<file path="src/hw/ext_irq_params.svh">
`ifndef EXT_IRQ_PARAMS_SVH
`define EXT_IRQ_PARAMS_SVH

// register byte offsets
`define OFS_CONTROL      8'h00
`define OFS_CLK_ENABLE   8'h04
`define OFS_STATUS       8'h08
`define OFS_MASK         8'h0c

// control register fields
`define CTL_TRIG_LSB     0
`define CTL_TRIG_MSB     1
`define CTL_NOISE_LSB    2
`define CTL_NOISE_MSB    3
`define CTL_SNAP_BIT     4

// event bits in enable, status and mask
`define EVT_IRQ4_BIT     0
`define EVT_IRQ5_BIT     1
`define EVT_W            2

// reset values
`define RST_TRIG         2'h0
`define RST_NOISE        2'h0
`define RST_CLK_ENABLE   2'h0
`define RST_STATUS       2'h0
`define RST_MASK         2'h0

// trigger select codes
`define TRIG_RISE        2'h0
`define TRIG_FALL        2'h1
`define TRIG_BOTH        2'h2
`define TRIG_HIGH        2'h3

// sampling interval codes and divider masks
`define NOISE_DIV1       2'h0
`define NOISE_DIV4       2'h1
`define NOISE_DIV8       2'h2
`define NOISE_DIV16      2'h3
`define MASK_DIV1        4'h0
`define MASK_DIV4        4'h3
`define MASK_DIV8        4'h7
`define MASK_DIV16       4'hf

// low frequency clock divided by four
`define LF_DIV_LAST      2'h3

// ahb-lite
`define HTRANS_ACTIVE    1
`define HRESP_OKAY       1'h0

`endif

</file>
<file path="src/hw/ext_irq_pkg.sv">
package ext_irq_pkg;

  typedef enum logic [2:0] {
    MODE_FAST_RUN,
    MODE_FAST_IDLE,
    MODE_SLOW_RUN,
    MODE_SLOW_SLEEP,
    MODE_DEEP_IDLE,
    MODE_DEEP_SLEEP,
    MODE_STOP
  } opmode_type;

endpackage

</file>
<file path="src/hw/ext_irq4_5_edge_filter.sv">
`timescale 1ns/1ns
`include "ext_irq_params.svh"

module ext_irq4_5_edge_filter
  import ext_irq_pkg::*;
(
  input  wire logic        clock,
  input  wire logic        rst_b,
  input  wire logic        hsel,
  input  wire logic [31:0] haddr,
  input  wire logic [1:0]  htrans,
  input  wire logic        hwrite,
  input  wire logic [2:0]  hsize,
  input  wire logic [31:0] hwdata,
  input  wire logic        hready,
  output logic      [31:0] hrdata,
  output logic             hreadyout,
  output logic             hresp,
  input  wire logic        extIrq4Pin,
  input  wire logic        extIrq5Pin,
  input  wire logic        lowFreqClock,
  input  opmode_type       opMode,
  output logic             irq4Req,
  output logic             irq5Req,
  output logic             irqOut
);

  logic                fastMode;
  logic                slowMode;
  logic                active;
  logic                tick4;
  logic                tick5;
  logic                filt4;
  logic                filt5;
  logic                evt4;
  logic                evt5;
  logic                addrValid;
  logic [7:0]          addrOfs;
  logic [31:0]         readMux;
  logic [`EVT_W-1:0]   events;

  logic [1:0]          trig_ff;
  logic [1:0]          noise_ff;
  logic                snap_ff;
  logic [`EVT_W-1:0]   clkEn_ff;
  logic [`EVT_W-1:0]   status_ff;
  logic [`EVT_W-1:0]   mask_ff;
  logic                prev4_ff;
  logic                prev5_ff;
  logic                req4_ff;
  logic                req5_ff;
  logic                irq_ff;
  logic                dWrite_ff;
  logic [7:0]          dAddr_ff;
  logic [31:0]         rdata_ff;

  logic [1:0]          nxt_trig;
  logic [1:0]          nxt_noise;
  logic                nxt_snap;
  logic [`EVT_W-1:0]   nxt_clkEn;
  logic [`EVT_W-1:0]   nxt_status;
  logic [`EVT_W-1:0]   nxt_mask;
  logic                nxt_dWrite;
  logic [7:0]          nxt_dAddr;
  logic [31:0]         nxt_rdata;

  assign fastMode = (opMode == MODE_FAST_RUN) || (opMode == MODE_FAST_IDLE);
  assign slowMode = (opMode == MODE_SLOW_RUN) || (opMode == MODE_SLOW_SLEEP);
  assign active   = fastMode || slowMode;

  sample_tick_gen #(
    .DIV_W        (4)
  ) u_ticks (
    .clock        (clock),
    .rst_b        (rst_b),
    .lowFreqClock (lowFreqClock),
    .intervalSel  (noise_ff),
    .fastMode     (fastMode),
    .slowMode     (slowMode),
    .tick4        (tick4),
    .tick5        (tick5)
  );

  irq_noise_filter u_filter4 (
    .clock        (clock),
    .rst_b        (rst_b),
    .pinIn        (extIrq4Pin),
    .sampleTick   (tick4 && clkEn_ff[`EVT_IRQ4_BIT]),
    .threeSamples (fastMode),
    .level        (filt4)
  );

  irq_noise_filter u_filter5 (
    .clock        (clock),
    .rst_b        (rst_b),
    .pinIn        (extIrq5Pin),
    .sampleTick   (tick5 && clkEn_ff[`EVT_IRQ5_BIT]),
    .threeSamples (1'b0),
    .level        (filt5)
  );

  // request generation
  always_comb begin
    evt4 = 1'b0;
    if (clkEn_ff[`EVT_IRQ4_BIT] && active) begin
      unique case (trig_ff)
        `TRIG_RISE: evt4 = filt4 && !prev4_ff;
        `TRIG_FALL: evt4 = !filt4 && prev4_ff;
        `TRIG_BOTH: evt4 = filt4 != prev4_ff;
        `TRIG_HIGH: evt4 = filt4;
      endcase
    end
    evt5 = clkEn_ff[`EVT_IRQ5_BIT] && active && prev5_ff && !filt5;
    events = '0;
    events[`EVT_IRQ4_BIT] = evt4;
    events[`EVT_IRQ5_BIT] = evt5;
  end

  // ahb-lite slave: zero wait states, reads registered in the address phase
  assign addrValid = hsel && hready && htrans[`HTRANS_ACTIVE];
  assign addrOfs   = haddr[7:0];

  always_comb begin
    readMux = 32'h0000_0000;
    unique case (addrOfs)
      `OFS_CONTROL: begin
        readMux[`CTL_TRIG_MSB:`CTL_TRIG_LSB]   = trig_ff;
        readMux[`CTL_NOISE_MSB:`CTL_NOISE_LSB] = noise_ff;
        readMux[`CTL_SNAP_BIT]                 = snap_ff;
      end
      `OFS_CLK_ENABLE: readMux[`EVT_W-1:0] = clkEn_ff;
      `OFS_STATUS:     readMux[`EVT_W-1:0] = status_ff;
      `OFS_MASK:       readMux[`EVT_W-1:0] = mask_ff;
      default:         readMux = 32'h0000_0000;
    endcase
  end

  always_comb begin
    nxt_dWrite = addrValid && hwrite;
    nxt_dAddr  = addrValid ? addrOfs : dAddr_ff;
    nxt_rdata  = (addrValid && !hwrite) ? readMux : rdata_ff;
    nxt_trig   = trig_ff;
    nxt_noise  = noise_ff;
    nxt_clkEn  = clkEn_ff;
    nxt_mask   = mask_ff;
    nxt_status = status_ff;
    if (dWrite_ff) begin
      unique case (dAddr_ff)
        `OFS_CONTROL: begin
          nxt_trig  = hwdata[`CTL_TRIG_MSB:`CTL_TRIG_LSB];
          nxt_noise = hwdata[`CTL_NOISE_MSB:`CTL_NOISE_LSB];
        end
        `OFS_CLK_ENABLE: nxt_clkEn  = hwdata[`EVT_W-1:0];
        `OFS_STATUS:     nxt_status = status_ff & ~hwdata[`EVT_W-1:0];
        `OFS_MASK:       nxt_mask   = hwdata[`EVT_W-1:0];
        default:         nxt_status = status_ff;
      endcase
    end
    // a new event wins over a same-cycle write-one clear
    nxt_status = nxt_status | events;
    nxt_snap = evt4 ? filt4 : snap_ff;
  end

  always_ff @(posedge clock or negedge rst_b) begin
    if (!rst_b) begin
      trig_ff   <= `RST_TRIG;
      noise_ff  <= `RST_NOISE;
      snap_ff   <= 1'b0;
      clkEn_ff  <= `RST_CLK_ENABLE;
      status_ff <= `RST_STATUS;
      mask_ff   <= `RST_MASK;
      prev4_ff  <= 1'b0;
      prev5_ff  <= 1'b0;
      req4_ff   <= 1'b0;
      req5_ff   <= 1'b0;
      irq_ff    <= 1'b0;
      dWrite_ff <= 1'b0;
      dAddr_ff  <= 8'h00;
      rdata_ff  <= 32'h0000_0000;
    end else begin
      trig_ff   <= nxt_trig;
      noise_ff  <= nxt_noise;
      snap_ff   <= nxt_snap;
      clkEn_ff  <= nxt_clkEn;
      status_ff <= nxt_status;
      mask_ff   <= nxt_mask;
      prev4_ff  <= filt4;
      prev5_ff  <= filt5;
      req4_ff   <= evt4;
      req5_ff   <= evt5;
      irq_ff    <= |(nxt_status & nxt_mask);
      dWrite_ff <= nxt_dWrite;
      dAddr_ff  <= nxt_dAddr;
      rdata_ff  <= nxt_rdata;
    end
  end

  assign hrdata    = rdata_ff;
  assign hreadyout = 1'b1;
  assign hresp     = `HRESP_OKAY;
  assign irq4Req   = req4_ff;
  assign irq5Req   = req5_ff;
  assign irqOut    = irq_ff;
endmodule // ext_irq4_5_edge_filter

</file>
<file path="src/hw/irq_noise_filter.sv">
`timescale 1ns/1ns
`include "ext_irq_params.svh"

module irq_noise_filter
  import ext_irq_pkg::*;
(
  input  wire logic clock,
  input  wire logic rst_b,
  input  wire logic pinIn,
  input  wire logic sampleTick,
  input  wire logic threeSamples,
  output logic      level
);

  logic       pinSync_ff;
  logic [1:0] hist_ff;
  logic       level_ff;
  logic       nxt_pinSync;
  logic [1:0] nxt_hist;
  logic       nxt_level;

  always_comb begin
    nxt_pinSync = pinIn;
    nxt_hist    = hist_ff;
    nxt_level   = level_ff;
    if (sampleTick) begin
      nxt_hist = {hist_ff[0], pinSync_ff};
      // a short burst between samples is lost, never partly accepted
      // equal samples
      if (pinSync_ff == hist_ff[0] && (!threeSamples || pinSync_ff == hist_ff[1])) begin
        nxt_level = pinSync_ff;
      end
    end
  end

  always_ff @(posedge clock or negedge rst_b) begin
    if (!rst_b) begin
      pinSync_ff <= 1'b0;
      hist_ff    <= 2'h0;
      level_ff   <= 1'b0;
    end else begin
      pinSync_ff <= nxt_pinSync;
      hist_ff    <= nxt_hist;
      level_ff   <= nxt_level;
    end
  end

  assign level = level_ff;
endmodule // irq_noise_filter

</file>
<file path="src/hw/sample_tick_gen.sv">
`timescale 1ns/1ns
`include "ext_irq_params.svh"

module sample_tick_gen
  import ext_irq_pkg::*;
#(
  parameter int DIV_W = 4
)
(
  input  wire logic       clock,
  input  wire logic       rst_b,
  input  wire logic       lowFreqClock,
  input  wire logic [1:0] intervalSel,
  input  wire logic       fastMode,
  input  wire logic       slowMode,
  output logic            tick4,
  output logic            tick5
);

  logic [DIV_W-1:0] divCount_ff;
  logic [1:0]       lfCount_ff;
  logic             lfPrev_ff;
  logic [DIV_W-1:0] nxt_divCount;
  logic [1:0]       nxt_lfCount;
  logic [DIV_W-1:0] divMask;
  logic             lfRise;
  logic             fastTick;
  logic             slowTick;

  always_comb begin
    unique case (intervalSel)
      `NOISE_DIV1: divMask = `MASK_DIV1;
      `NOISE_DIV4: divMask = `MASK_DIV4;
      `NOISE_DIV8: divMask = `MASK_DIV8;
      `NOISE_DIV16: divMask = `MASK_DIV16;
    endcase
    lfRise   = lowFreqClock && !lfPrev_ff;
    fastTick = fastMode && ((divCount_ff & divMask) == divMask);
    slowTick = slowMode && lfRise && (lfCount_ff == `LF_DIV_LAST);
    nxt_divCount = fastMode ? divCount_ff + 1'b1 : divCount_ff;
    nxt_lfCount  = (slowMode && lfRise) ? lfCount_ff + 1'b1 : lfCount_ff;
    tick4 = fastTick || slowTick;
    tick5 = fastMode || slowTick;
  end

  always_ff @(posedge clock or negedge rst_b) begin
    if (!rst_b) begin
      divCount_ff <= '0;
      lfCount_ff  <= 2'h0;
      lfPrev_ff   <= 1'b0;
    end else begin
      divCount_ff <= nxt_divCount;
      lfCount_ff  <= nxt_lfCount;
      lfPrev_ff   <= lowFreqClock;
    end
  end
endmodule // sample_tick_gen

</file>
<file path="config.mk">
export PLATFORM = sky130hd
export DESIGN_NAME = ext_irq4_5_edge_filter
export DESIGN_NICKNAME = d
export VERILOG_FILES = /design/src/hw/ext_irq_pkg.sv /design/src/hw/ext_irq4_5_edge_filter.sv /design/src/hw/irq_noise_filter.sv /design/src/hw/sample_tick_gen.sv
export VERILOG_INCLUDE_DIRS = /design/src /design/src/hw
export SDC_FILE = /design/constraint.sdc
export NUM_CORES = 1
export LEC_CHECK = 0
export BUFFER_PORTS_ARGS = -buffer_cell sky130_fd_sc_hd__buf_4
export CAP_MARGIN = 20
export CORE_MARGIN = 4
export CORE_UTILIZATION = 48
export CTS_CLUSTER_SIZE = 28
export DETAILED_ROUTE_END_ITERATION = 12
export GPL_ROUTABILITY_DRIVEN = 1
export PLACE_DENSITY = 0.85
export SETUP_SLACK_MARGIN = 0.02
export SLEW_MARGIN = 20
export SYNTH_ARGS = -nofsm -noshare
export SYNTH_HDL_FRONTEND = slang
export SYNTH_SLANG_ARGS = --single-unit
</file>
<file path="constraint.sdc">
create_clock -name clock -period 3.62 [get_ports clock]
set_input_delay 0.905 -clock clock [delete_from_list [all_inputs] [get_ports clock]]
set_output_delay 0.905 -clock clock [all_outputs]
set_load 0.005 [all_outputs]
</file>
==> impl_metrics.tcl, run 1 <==
set metrics [dict create \
    status "complete, no violations" \
    start_kind "input port" \
    htreeDepth 2 \
    wl_per_cell_um 14.0 \
    ys.flop_type "dfrtp_1" \
    wl_met1_um 1600 \
    slew_viol_final 0 \
    fin_crit_sh_pct 57.4 \
    endpoint_kind "register" \
    fin_nets 301 \
    setup_viol 0 \
    gp_congestion 0.781 \
    cts_hold_buf 0 \
    grt_antenna_before_repair 0 \
    ant_nets 0 \
    powerDensity_nw_per_um2 496 \
    clock_latency_ns 0.30 \
    cts_sinks 44 \
    vias_per_cell 5.16 \
    place_inst 262 \
    grt_max_degree 45 \
    ys_seq_elements 44 \
    postRouteWirelength_um 3770 \
    ys_types 43 \
    diodes 0 \
    rsz0062_at_grt "false" \
    dieHeight_um 75.4 \
    power_leakage_uw 0.00115 \
    cts_resized 0 \
    dieArea_um2 5690 \
    worstPathMaxFanout 3 \
    grt-ovfl-total 0 \
    yosysSeqAreaShare_pct 50.4 \
    num_vias 1394 \
    grt_first_pass_wirelength_um 6170 \
    crit_arrival_ns 2.32 \
    rows 24 \
    cts-root-buf "clkbuf_8" \
    dp_hpwl_um 2850 \
    tightest_slew_ns 0.620 \
    core_um2 4380 \
    syn_avg_cell_area_um2 11.9 \
    required_ns 3.86 \
    grt_usage_pct 14.8 \
    areaGrowthSynthToFinish_pct 12.0 \
    yosysWarningCount 0 \
    clk_path_buf_depth 2 \
    cts_buffers 5 \
    timing.hold.ws_ns 0.437 \
    syn_area_um2 2180 \
    top_layer "met4" \
    synth-edff-count 0 \
    relSlewSlack_pct 58.5 \
    clk_pin_slew_ns 0.08 \
    skew_ns 0.00513 \
    dr_wl_met3_um 289 \
    fmax_mhz 482 \
    first_global_vias 1363 \
    layout_min_cycle_time_ns 2.08 \
    tritoncts "built" \
    cts_setup_buffers 0 \
    syn-instance-count 183 \
    post_route_cells_drive_above_1_share_pct 28.9 \
    cap_violations 0 \
    dr.pass1.iters 4 \
    finalHoldViolations 0 \
    die_w_um 75.4 \
    async_reset_ff_share_pct 100 \
    start_util_pct 49.8 \
    routed-wl-met2_um 1810 \
    stdcell_count 270 \
    drt_iter0_markers 60 \
    hp-class "register to register" \
    ir_worst_vdd_v 0.000321 \
    drc 0 \
    port_buffers 30 \
    io_pins 117 \
    fin_setup_tns_ns 0 \
    crit_type "input port to register" \
]
-- final timing paths --
kind	from	to	slack (ns)	depth (start not counted)
min	u_filter5.level	prev5_ff	0.44	0
min in group asynchronous	rst_b	u_ticks.divCount_ff[2]	0.58	1
max reg2reg	u_filter4.level	snap_ff	1.77	6
min reg2reg	u_filter5.level	prev5_ff	0.44	0
max	haddr[1]	hrdata[3]	1.54	5
max in group asynchronous	rst_b	clkEn_ff[0]	2.67	1
-- cells in the mapped netlist, types with 3 or more instances --
cell type  number  share of area (%)
dfrtp_1        44                 50
buf_4          29                 10
mux2_2         19                9.8
nand2_1        10                1.7
inv_1           8                1.4
nor2b_1         7                2.0
nand4_1         6                1.7
o21ai_0         6                1.4
ha_1            4                2.3
nor2_1          4               0.69
a22o_1          3                1.2
nand3_1         3               0.69
o21a_1          3                1.0
-- per-stage QoR --
stage	instance area (um2)	power, uW	setup WS [ns]	utilization, %
6_report	2450	1210	1.54	55.8
5_1_grt	2450	1290	1.47	55.8
4_1_cts	2450	1230	1.54	55.8
3_5_place_dp	2350	909	1.22	53.7
3_3_place_gp	2350	891	1.24	53.7
2_1_floorplan	2280	844	1.43	-
-- layer usage --
| metal | track usage, % | vias to the layer above |
|---|---|---|
| met3 | 4.49 | 7 |
| met2 | 23.3 | 54 |
| met4 | 6.99 | 0 |
| met1 | 18.7 | 670 |
| met5 | 0 | - |
| li1 | - | 663 |
-- power breakdown --
part / total, uW / internal (uW) / switching, uW
combinational: 237 / 132 / 105
sequential: 662 / 584 / 78.2
clock: 313 / 152 / 161
-- area by class of cell --
class                      count  area [um2]
clock buffer                   6        82.6
clock inverter                 2        10.0
fill                         389        1940
inverter                       8        30.0
multi-input combinational    128         932
sequential                    44        1100
tap                           52        65.1
timing repair buffer          30         225
-- sequential cells by signal, indices dropped and copies added (netlist names), 2 cells and up --
signal               cells
status_ff                2
mask_ff                  2
trig_ff                  2
u_filter4.hist_ff        2
hrdata                   5
clkEn_ff                 2
u_ticks.divCount_ff      4
noise_ff                 2
dAddr_ff                 8
u_ticks.lfCount_ff       2
-- critical path, stage by stage --
cell and delay [ns]:
buf_4 0.11, or4_1 0.52, or4_4 0.46, nor3_4 0.17, a22o_1 0.15
-- layout by cell type (no fill, tap or decap), types with 6 or more instances in the layout --
cell | netlist | final
buf_4 | 29 | 30
clkbuf_8 | 0 | 6
conb_1 | 2 | 29
dfrtp_1 | 44 | 44
inv_1 | 8 | 8
mux2_2 | 19 | 19
nand2_1 | 10 | 10
nand4_1 | 6 | 6
nor2b_1 | 7 | 7
o21ai_0 | 6 | 6
-- logic make-up after synthesis --
group                    after synthesis  synth area share (%)
other                                  2                 0.344
AND/OR/NAND/NOR                       45                  13.3
flip-flops                            44                  50.4
AO/OA/AOI/OAI                         24                  8.20
buffers and inverters                 38                  11.5
XOR/XNOR                               4                  1.60
adder cells (fa/ha/maj)                4                  2.29
multiplexers                          22                  12.3
No activity file was read; power rests on OpenSTA's default activity.
==> inputs of run 2 (changes only) <==
Settings changed: ABC_AREA set to 1, CORE_UTILIZATION 48 to 41, PLACE_DENSITY 0.85 to 0.77.
Clock period 3.62 ns to 1.68 ns, I/O delays scaled along.
==> impl_metrics.tcl, run 2 <==
set metrics [dict create \
    internal_power_uw 1880 \
    clk_path_buf_depth 2 \
    synth-edff-count 0 \
    grt_first_pass_wirelength_um 7080 \
    cts_buffers 5 \
    rr_worst_depth 8 \
    num_vias 1619 \
    required_ns 1.86 \
    dr.pass1.iters 4 \
    setup_viol 0 \
    rows 26 \
    switching_power_uw 839 \
    cts_hold_buf 0 \
    status "complete, no violations" \
    layout_common_cells "nand2_1, dfrtp_1, inv_1, buf_4, conb_1" \
    gp_congestion 0.768 \
    drt_iter0_markers 116 \
    yosysSeqAreaShare_pct 49.8 \
    clock_latency_ns 0.30 \
    p_clk_share_pct 25.1 \
    power_frac_comb_pct 21.0 \
    p_seq_share_pct 53.9 \
    ff2ff_setup_slack_ns 0.16 \
    drc 0 \
    power_leakage_uw 0.00137 \
    yosysWarningCount 0 \
    mostFrequentLayoutCell "nand2_1" \
    fin_nets 379 \
    cts-root-buf "clkbuf_8" \
    dieHeight_um 81.5 \
    ir_worst_vdd_v 0.000559 \
    start_kind "register" \
    top_usage_layer "met2" \
    syn_area_um2 2210 \
    core_um2 5170 \
    rr_endpoint "irqOut" \
    post-synth-top-count-cell "nand2_1" \
    endpoint_kind "register" \
    ant_nets 0 \
    grt_antenna_before_repair 0 \
    areaGrowthSynthToFinish_pct 13.1 \
    layout_min_cycle_time_ns 1.52 \
    start_util_pct 42.8 \
    rsz0062_at_grt "false" \
    largest_reg_flops 8 \
    hp-class "input port to async pin" \
    reg2reg_from "u_filter4.level" \
    cts_resized 0 \
    grt_util_met2_pct 22.4 \
    ys_seq_elements 44 \
    grt-ovfl-total 0 \
    tightest_slew_ns 0.538 \
    crit_arrival_ns 1.69 \
    nFillCells 508 \
    use_met3_pct 3.73 \
    vias_per_cell 4.42 \
    swShare_pct 30.9 \
    die_w_um 81.5 \
    grt_max_degree 45 \
    cts_sinks 44 \
    skew_ns 0.00985 \
    grt_usage_pct 14.0 \
    io_pins 117 \
    yosys-top-cells-count "nand2_1, dfrtp_1, inv_1, buf_4, o21ai_1" \
    htreeDepth 2 \
    port_buffers 30 \
    first_global_vias 1551 \
    cap_violations 0 \
    synth_area_leaders "dfrtp_1, nand2_1, buf_4" \
    slew_viol_final 0 \
    dp_hpwl_um 3170 \
    synth_top_cell_by_area "dfrtp_1" \
    pre_cts_slack_ns 0.213 \
    fmax_mhz 660 \
    crit_type "register to register" \
    wl_per_cell_um 11.3 \
    tritoncts "built" \
    cts_setup_buffers 0 \
    syn_avg_cell_area_um2 8.51 \
    ys.flop_type "dfrtp_1" \
    async_reset_ff_share_pct 100 \
    top_register "dAddr_ff" \
    ys_types 25 \
    clk_pin_slew_ns 0.08 \
    finalHoldViolations 0 \
    fin_ws_ns 0.164 \
    total_power_uw 2720 \
    powerDensity_nw_per_um2 1090 \
    synth_top_area_share_pct 49.8 \
    syn-instance-count 260 \
    fin_crit_sh_pct 90.2 \
    grtUsageMet1_pct 17.8 \
    relSlewSlack_pct 64.1 \
    final_util_pct 48.4 \
    post_route_cells_drive_above_1_share_pct 15.9 \
    fin_setup_tns_ns 0 \
    diodes 0 \
    dieArea_um2 6630 \
    worstPathMaxFanout 5 \
    postRouteWirelength_um 4120 \
]
[run 2: cell type report]
class | count | area [um2] | area share (%)
flip-flops and latches | 44 | 1100 | 44.0
multi-input cells | 181 | 870 | 34.8
repair buffers | 31 | 233 | 9.30
inverters | 32 | 120 | 4.80
clock buffers | 8 | 90.1 | 3.60
well taps | 70 | 87.6 | 3.50
[run 2: power by group through the flow]
stage,combinational [uW],clock (uW),sequential (uW)
finish,571,681,1470
CTS,579,703,1470
detailed placement,572,0,1490
global route,684,744,1500
global placement,535,0,1470
floorplan,449,0,1440
[run 2: per-layer routing]
metal	up-vias	share of wire (%)
li1	826	-
met1	735	44
met2	51	47
met3	7	6.9
met4	0	2.1
met5	-	0
[run 2: worst max path at each step]
stage / from / cells past startpoint / slack (ns) / to
global placement: u_filter4.level / 8 / 0.26 / irqOut
detailed placement: u_filter4.level / 8 / 0.21 / irqOut
finish: u_filter4.level / 8 / 0.16 / irqOut
CTS: u_filter4.level / 8 / 0.16 / irqOut
floorplan: u_filter4.level / 8 / 0.40 / irqOut
global route: u_filter4.level / 9 / 0.03 / irqOut
[run 2: per-stage QoR]
step                instances  area [um2]  hold WS [ns]
floorplan                 287        2310         0.124
detailed placement        358        2410         0.411
CTS                       366        2500         0.124
global route              366        2500         0.161
global placement          358        2410         0.405
finish                    366        2500        0.0992
[run 2: worst max-delay path: stages, from the launching register on]
cell and delay (ns):
dfrtp_1 0.43, ha_1 0.22, or2_0 0.21, o211ai_1 0.08, nand2_1 0.08, nand2_1 0.14, nand2_1 0.09, nand2_1 0.08
nand2_1 0.07
[run 2: kinds of logic (layout without fill, tap and decap cells)]
logic type | count (synthesis) | after routing | synth area share (%)
flops | 44 | 44 | 49.8
buf+inv | 62 | 71 | 15.5
other cells | 2 | 29 | 0.339
fa+ha+maj | 4 | 4 | 2.26
compound gates | 30 | 30 | 7.13
xor+xnor | 4 | 4 | 1.58
simple gates | 110 | 110 | 21.4
mux | 4 | 4 | 2.04
==> inputs of run 3 (changes only) <==
Settings changed: CORE_MARGIN 4 to unset, PLACE_DENSITY 0.77 to 0.76, SYNTH_HIERARCHICAL set to 1.
==> impl_metrics.tcl, run 3 <==
set metrics [dict create \
    status "complete, no violations" \
    rr_endpoint "irqOut" \
    endpoint_kind "register" \
    rr_worst_depth 7 \
    critPathSlowestCell "dfrtp_1" \
    ant_nets 0 \
    p_clk_share_pct 26.1 \
    synth_compound_area_share_pct 5.69 \
    swShare_pct 31.1 \
    grt_antenna_before_repair 0 \
    power_leakage_uw 0.00146 \
    dp_hpwl_um 2940 \
    post_route_cells_drive_above_1_share_pct 15.9 \
    yosysSeqAreaShare_pct 48.8 \
    crit_chain "inv_1 -> ha_1 -> o211ai_1 -> nand3_1 -> nand2_1 -> nand2_1 -> nand2_1" \
    cp_slowest_stage_delay_ns 0.44 \
    fin_nets 398 \
    cp.depth 7 \
    fin_crit_sh_pct 85.4 \
    syn_area_um2 2310 \
    crit_buf_inv 1 \
    crit_arrival_ns 1.69 \
    cts_hold_buf 0 \
    rows 26 \
    required_ns 1.93 \
    clk_path_buf_depth 2 \
    crit_type "register to register" \
    postRouteWirelength_um 3960 \
    yosys.area_share.simple_pct 23.2 \
    cts_buffers 5 \
    async_reset_ff_share_pct 100 \
    clk_pin_slew_ns 0.09 \
    mostFrequentLayoutCell "nand2_1" \
    skew_ns 0.0149 \
    clock_latency_ns 0.31 \
    cts_setup_buffers 0 \
    cpMostUsedCell "nand2_1" \
    yosys-top-cells-count "nand2_1, dfrtp_1, inv_1, buf_4, nor2_1" \
    drt_iter0_markers 95 \
    start_kind "register" \
    core_um2 5270 \
    tightest_slew_ns 0.549 \
    grt-ovfl-total 0 \
    hp-class "input port to async pin" \
    first_global_vias 1611 \
    powerDensity_nw_per_um2 1050 \
    cts_resized 0 \
    fmax_mhz 697 \
    ys_seq_elements 45 \
    areaGrowthSynthToFinish_pct 13.0 \
    yosysWarningCount 6 \
    setup_viol 0 \
    relSlewSlack_pct 63.4 \
    synth_top_family_by_area "simple AND/OR/NAND/NOR gates" \
    num_vias 1716 \
    cap_violations 0 \
    top_register "dAddr_ff" \
    grt_usage_pct 15.0 \
    dr.pass1.iters 4 \
    gp_congestion 0.806 \
    rsz0062_at_grt "false" \
    synth_xor_area_share_pct 1.52 \
    reg2reg_from "u_filter4/level" \
    grt_first_pass_wirelength_um 7000 \
    vias_per_cell 4.46 \
    crit_family "flip-flops" \
    cts-root-buf "clkbuf_8" \
    start_util_pct 43.8 \
    power_frac_comb_pct 19.6 \
    htreeDepth 2 \
    dieArea_um2 5930 \
    ir_worst_vdd_v 0.000426 \
    timing.hold.ws_ns 0.0898 \
    synth_top_cell_by_area "dfrtp_1" \
    drc 0 \
    final_util_pct 49.5 \
    syn_avg_cell_area_um2 8.33 \
    largest_reg_flops 8 \
    diodes 0 \
    cts_sinks 45 \
    die_w_um 77.0 \
    ff2ff_setup_slack_ns 0.25 \
    nFillCells 511 \
    dieHeight_um 77.0 \
    worstSetupStartpoint "u_filter4/level" \
    ys.flop_type "dfrtp_1" \
    internal_power_uw 1880 \
    seq_area_um2 1130 \
    fin_setup_tns_ns 0 \
    synth-edff-count 0 \
    multi_input_area_um2 913 \
    slew_viol_final 0 \
    finalHoldViolations 0 \
    ys_types 25 \
    yosys-mux-area-fraction_pct 1.95 \
    yosys.area_share.adder_pct 2.17 \
    layout_common_cells "nand2_1, dfrtp_1, inv_1" \
    io_pins 117 \
    endpoint "irqOut" \
    port_buffers 30 \
    post-synth-top-count-cell "nand2_1" \
    syn-instance-count 277 \
    grt_max_degree 46 \
    p_seq_share_pct 54.3 \
    synth_area_leaders "dfrtp_1, nand2_1, buf_4" \
    synth_top_area_share_pct 48.8 \
    tritoncts "built" \
    switching_power_uw 849 \
    wl_per_cell_um 10.3 \
    layout_min_cycle_time_ns 1.43 \
    worstPathMaxFanout 6 \
]
## run 3: layout make-up
type / count / share of cell area, %
clock buffers: 6 / 3.17
clock inverters: 2 / 0.528
multi-input cells: 192 / 35.0
flip-flops and latches: 45 / 43.2
well taps: 70 / 3.36
inverters: 38 / 5.47
repair buffers: 32 / 9.22
## run 3: how the worst min path moves through the flow
stage	startpoint	endpoint	slack (ns)	cells after the start
after floorplan	rst_b	clkEn_ff[0]	0.12	0
after global placement	u_filter5/level	prev5_ff	0.41	0
after detailed placement	u_filter5/level	prev5_ff	0.42	0
after CTS	rst_b	prev4_ff	0.12	1
after global routing	rst_b	prev4_ff	0.15	1
final	rst_b	prev4_ff	0.09	1
## run 3: cells by family (layout without fill, tap and decap cells)
group / after synthesis / count (layout)
and+or+nand+nor: 124 / 124
AOI/OAI and AO/OA: 25 / 25
DFF: 45 / 45
muxes: 4 / 4
xor gates and xnor gates: 4 / 4
other: 2 / 31
buffers and inverters: 69 / 78
adders and majority gates: 4 / 4
## run 3: through the flow
| step | cells | setup slack (ns) | area (um2) | total power, uW |
|---|---|---|---|---|
| final | 385 | 0.245 | 2610 | 2730 |
| after detailed placement | 377 | 0.178 | 2510 | 2040 |
| after global placement | 377 | 0.170 | 2510 | 2000 |
| after global routing | 385 | 0.0432 | 2610 | 2930 |
| after floorplan | 306 | 0.235 | 2420 | 1880 |
| after CTS | 385 | 0.216 | 2610 | 2750 |
## run 3: power groups by stage
stage               logic (uW)  registers, uW  clock network (uW)
finish                     533           1480                 712
global route               649           1520                 763
CTS                        538           1480                 731
detailed placement         535           1500                   0
global placement           507           1490                   0
floorplan                  428           1460                   0
## run 3: layer usage
metal	vias up	global-route usage [%]	share of wire, %
met3	9	4.29	4.8
met1	789	18.4	45
met5	-	0	0
met2	45	24.6	48
li1	873	-	-
met4	0	6.42	2.0
## run 3: worst reg2reg max path, delay by kind of cell, from the launching register on
kind	cells	cell delay, ns
fa+ha+maj	1	0.29
simple gates	4	0.42
buf+inv	1	0.08
compound gates	1	0.16
flops	1	0.44
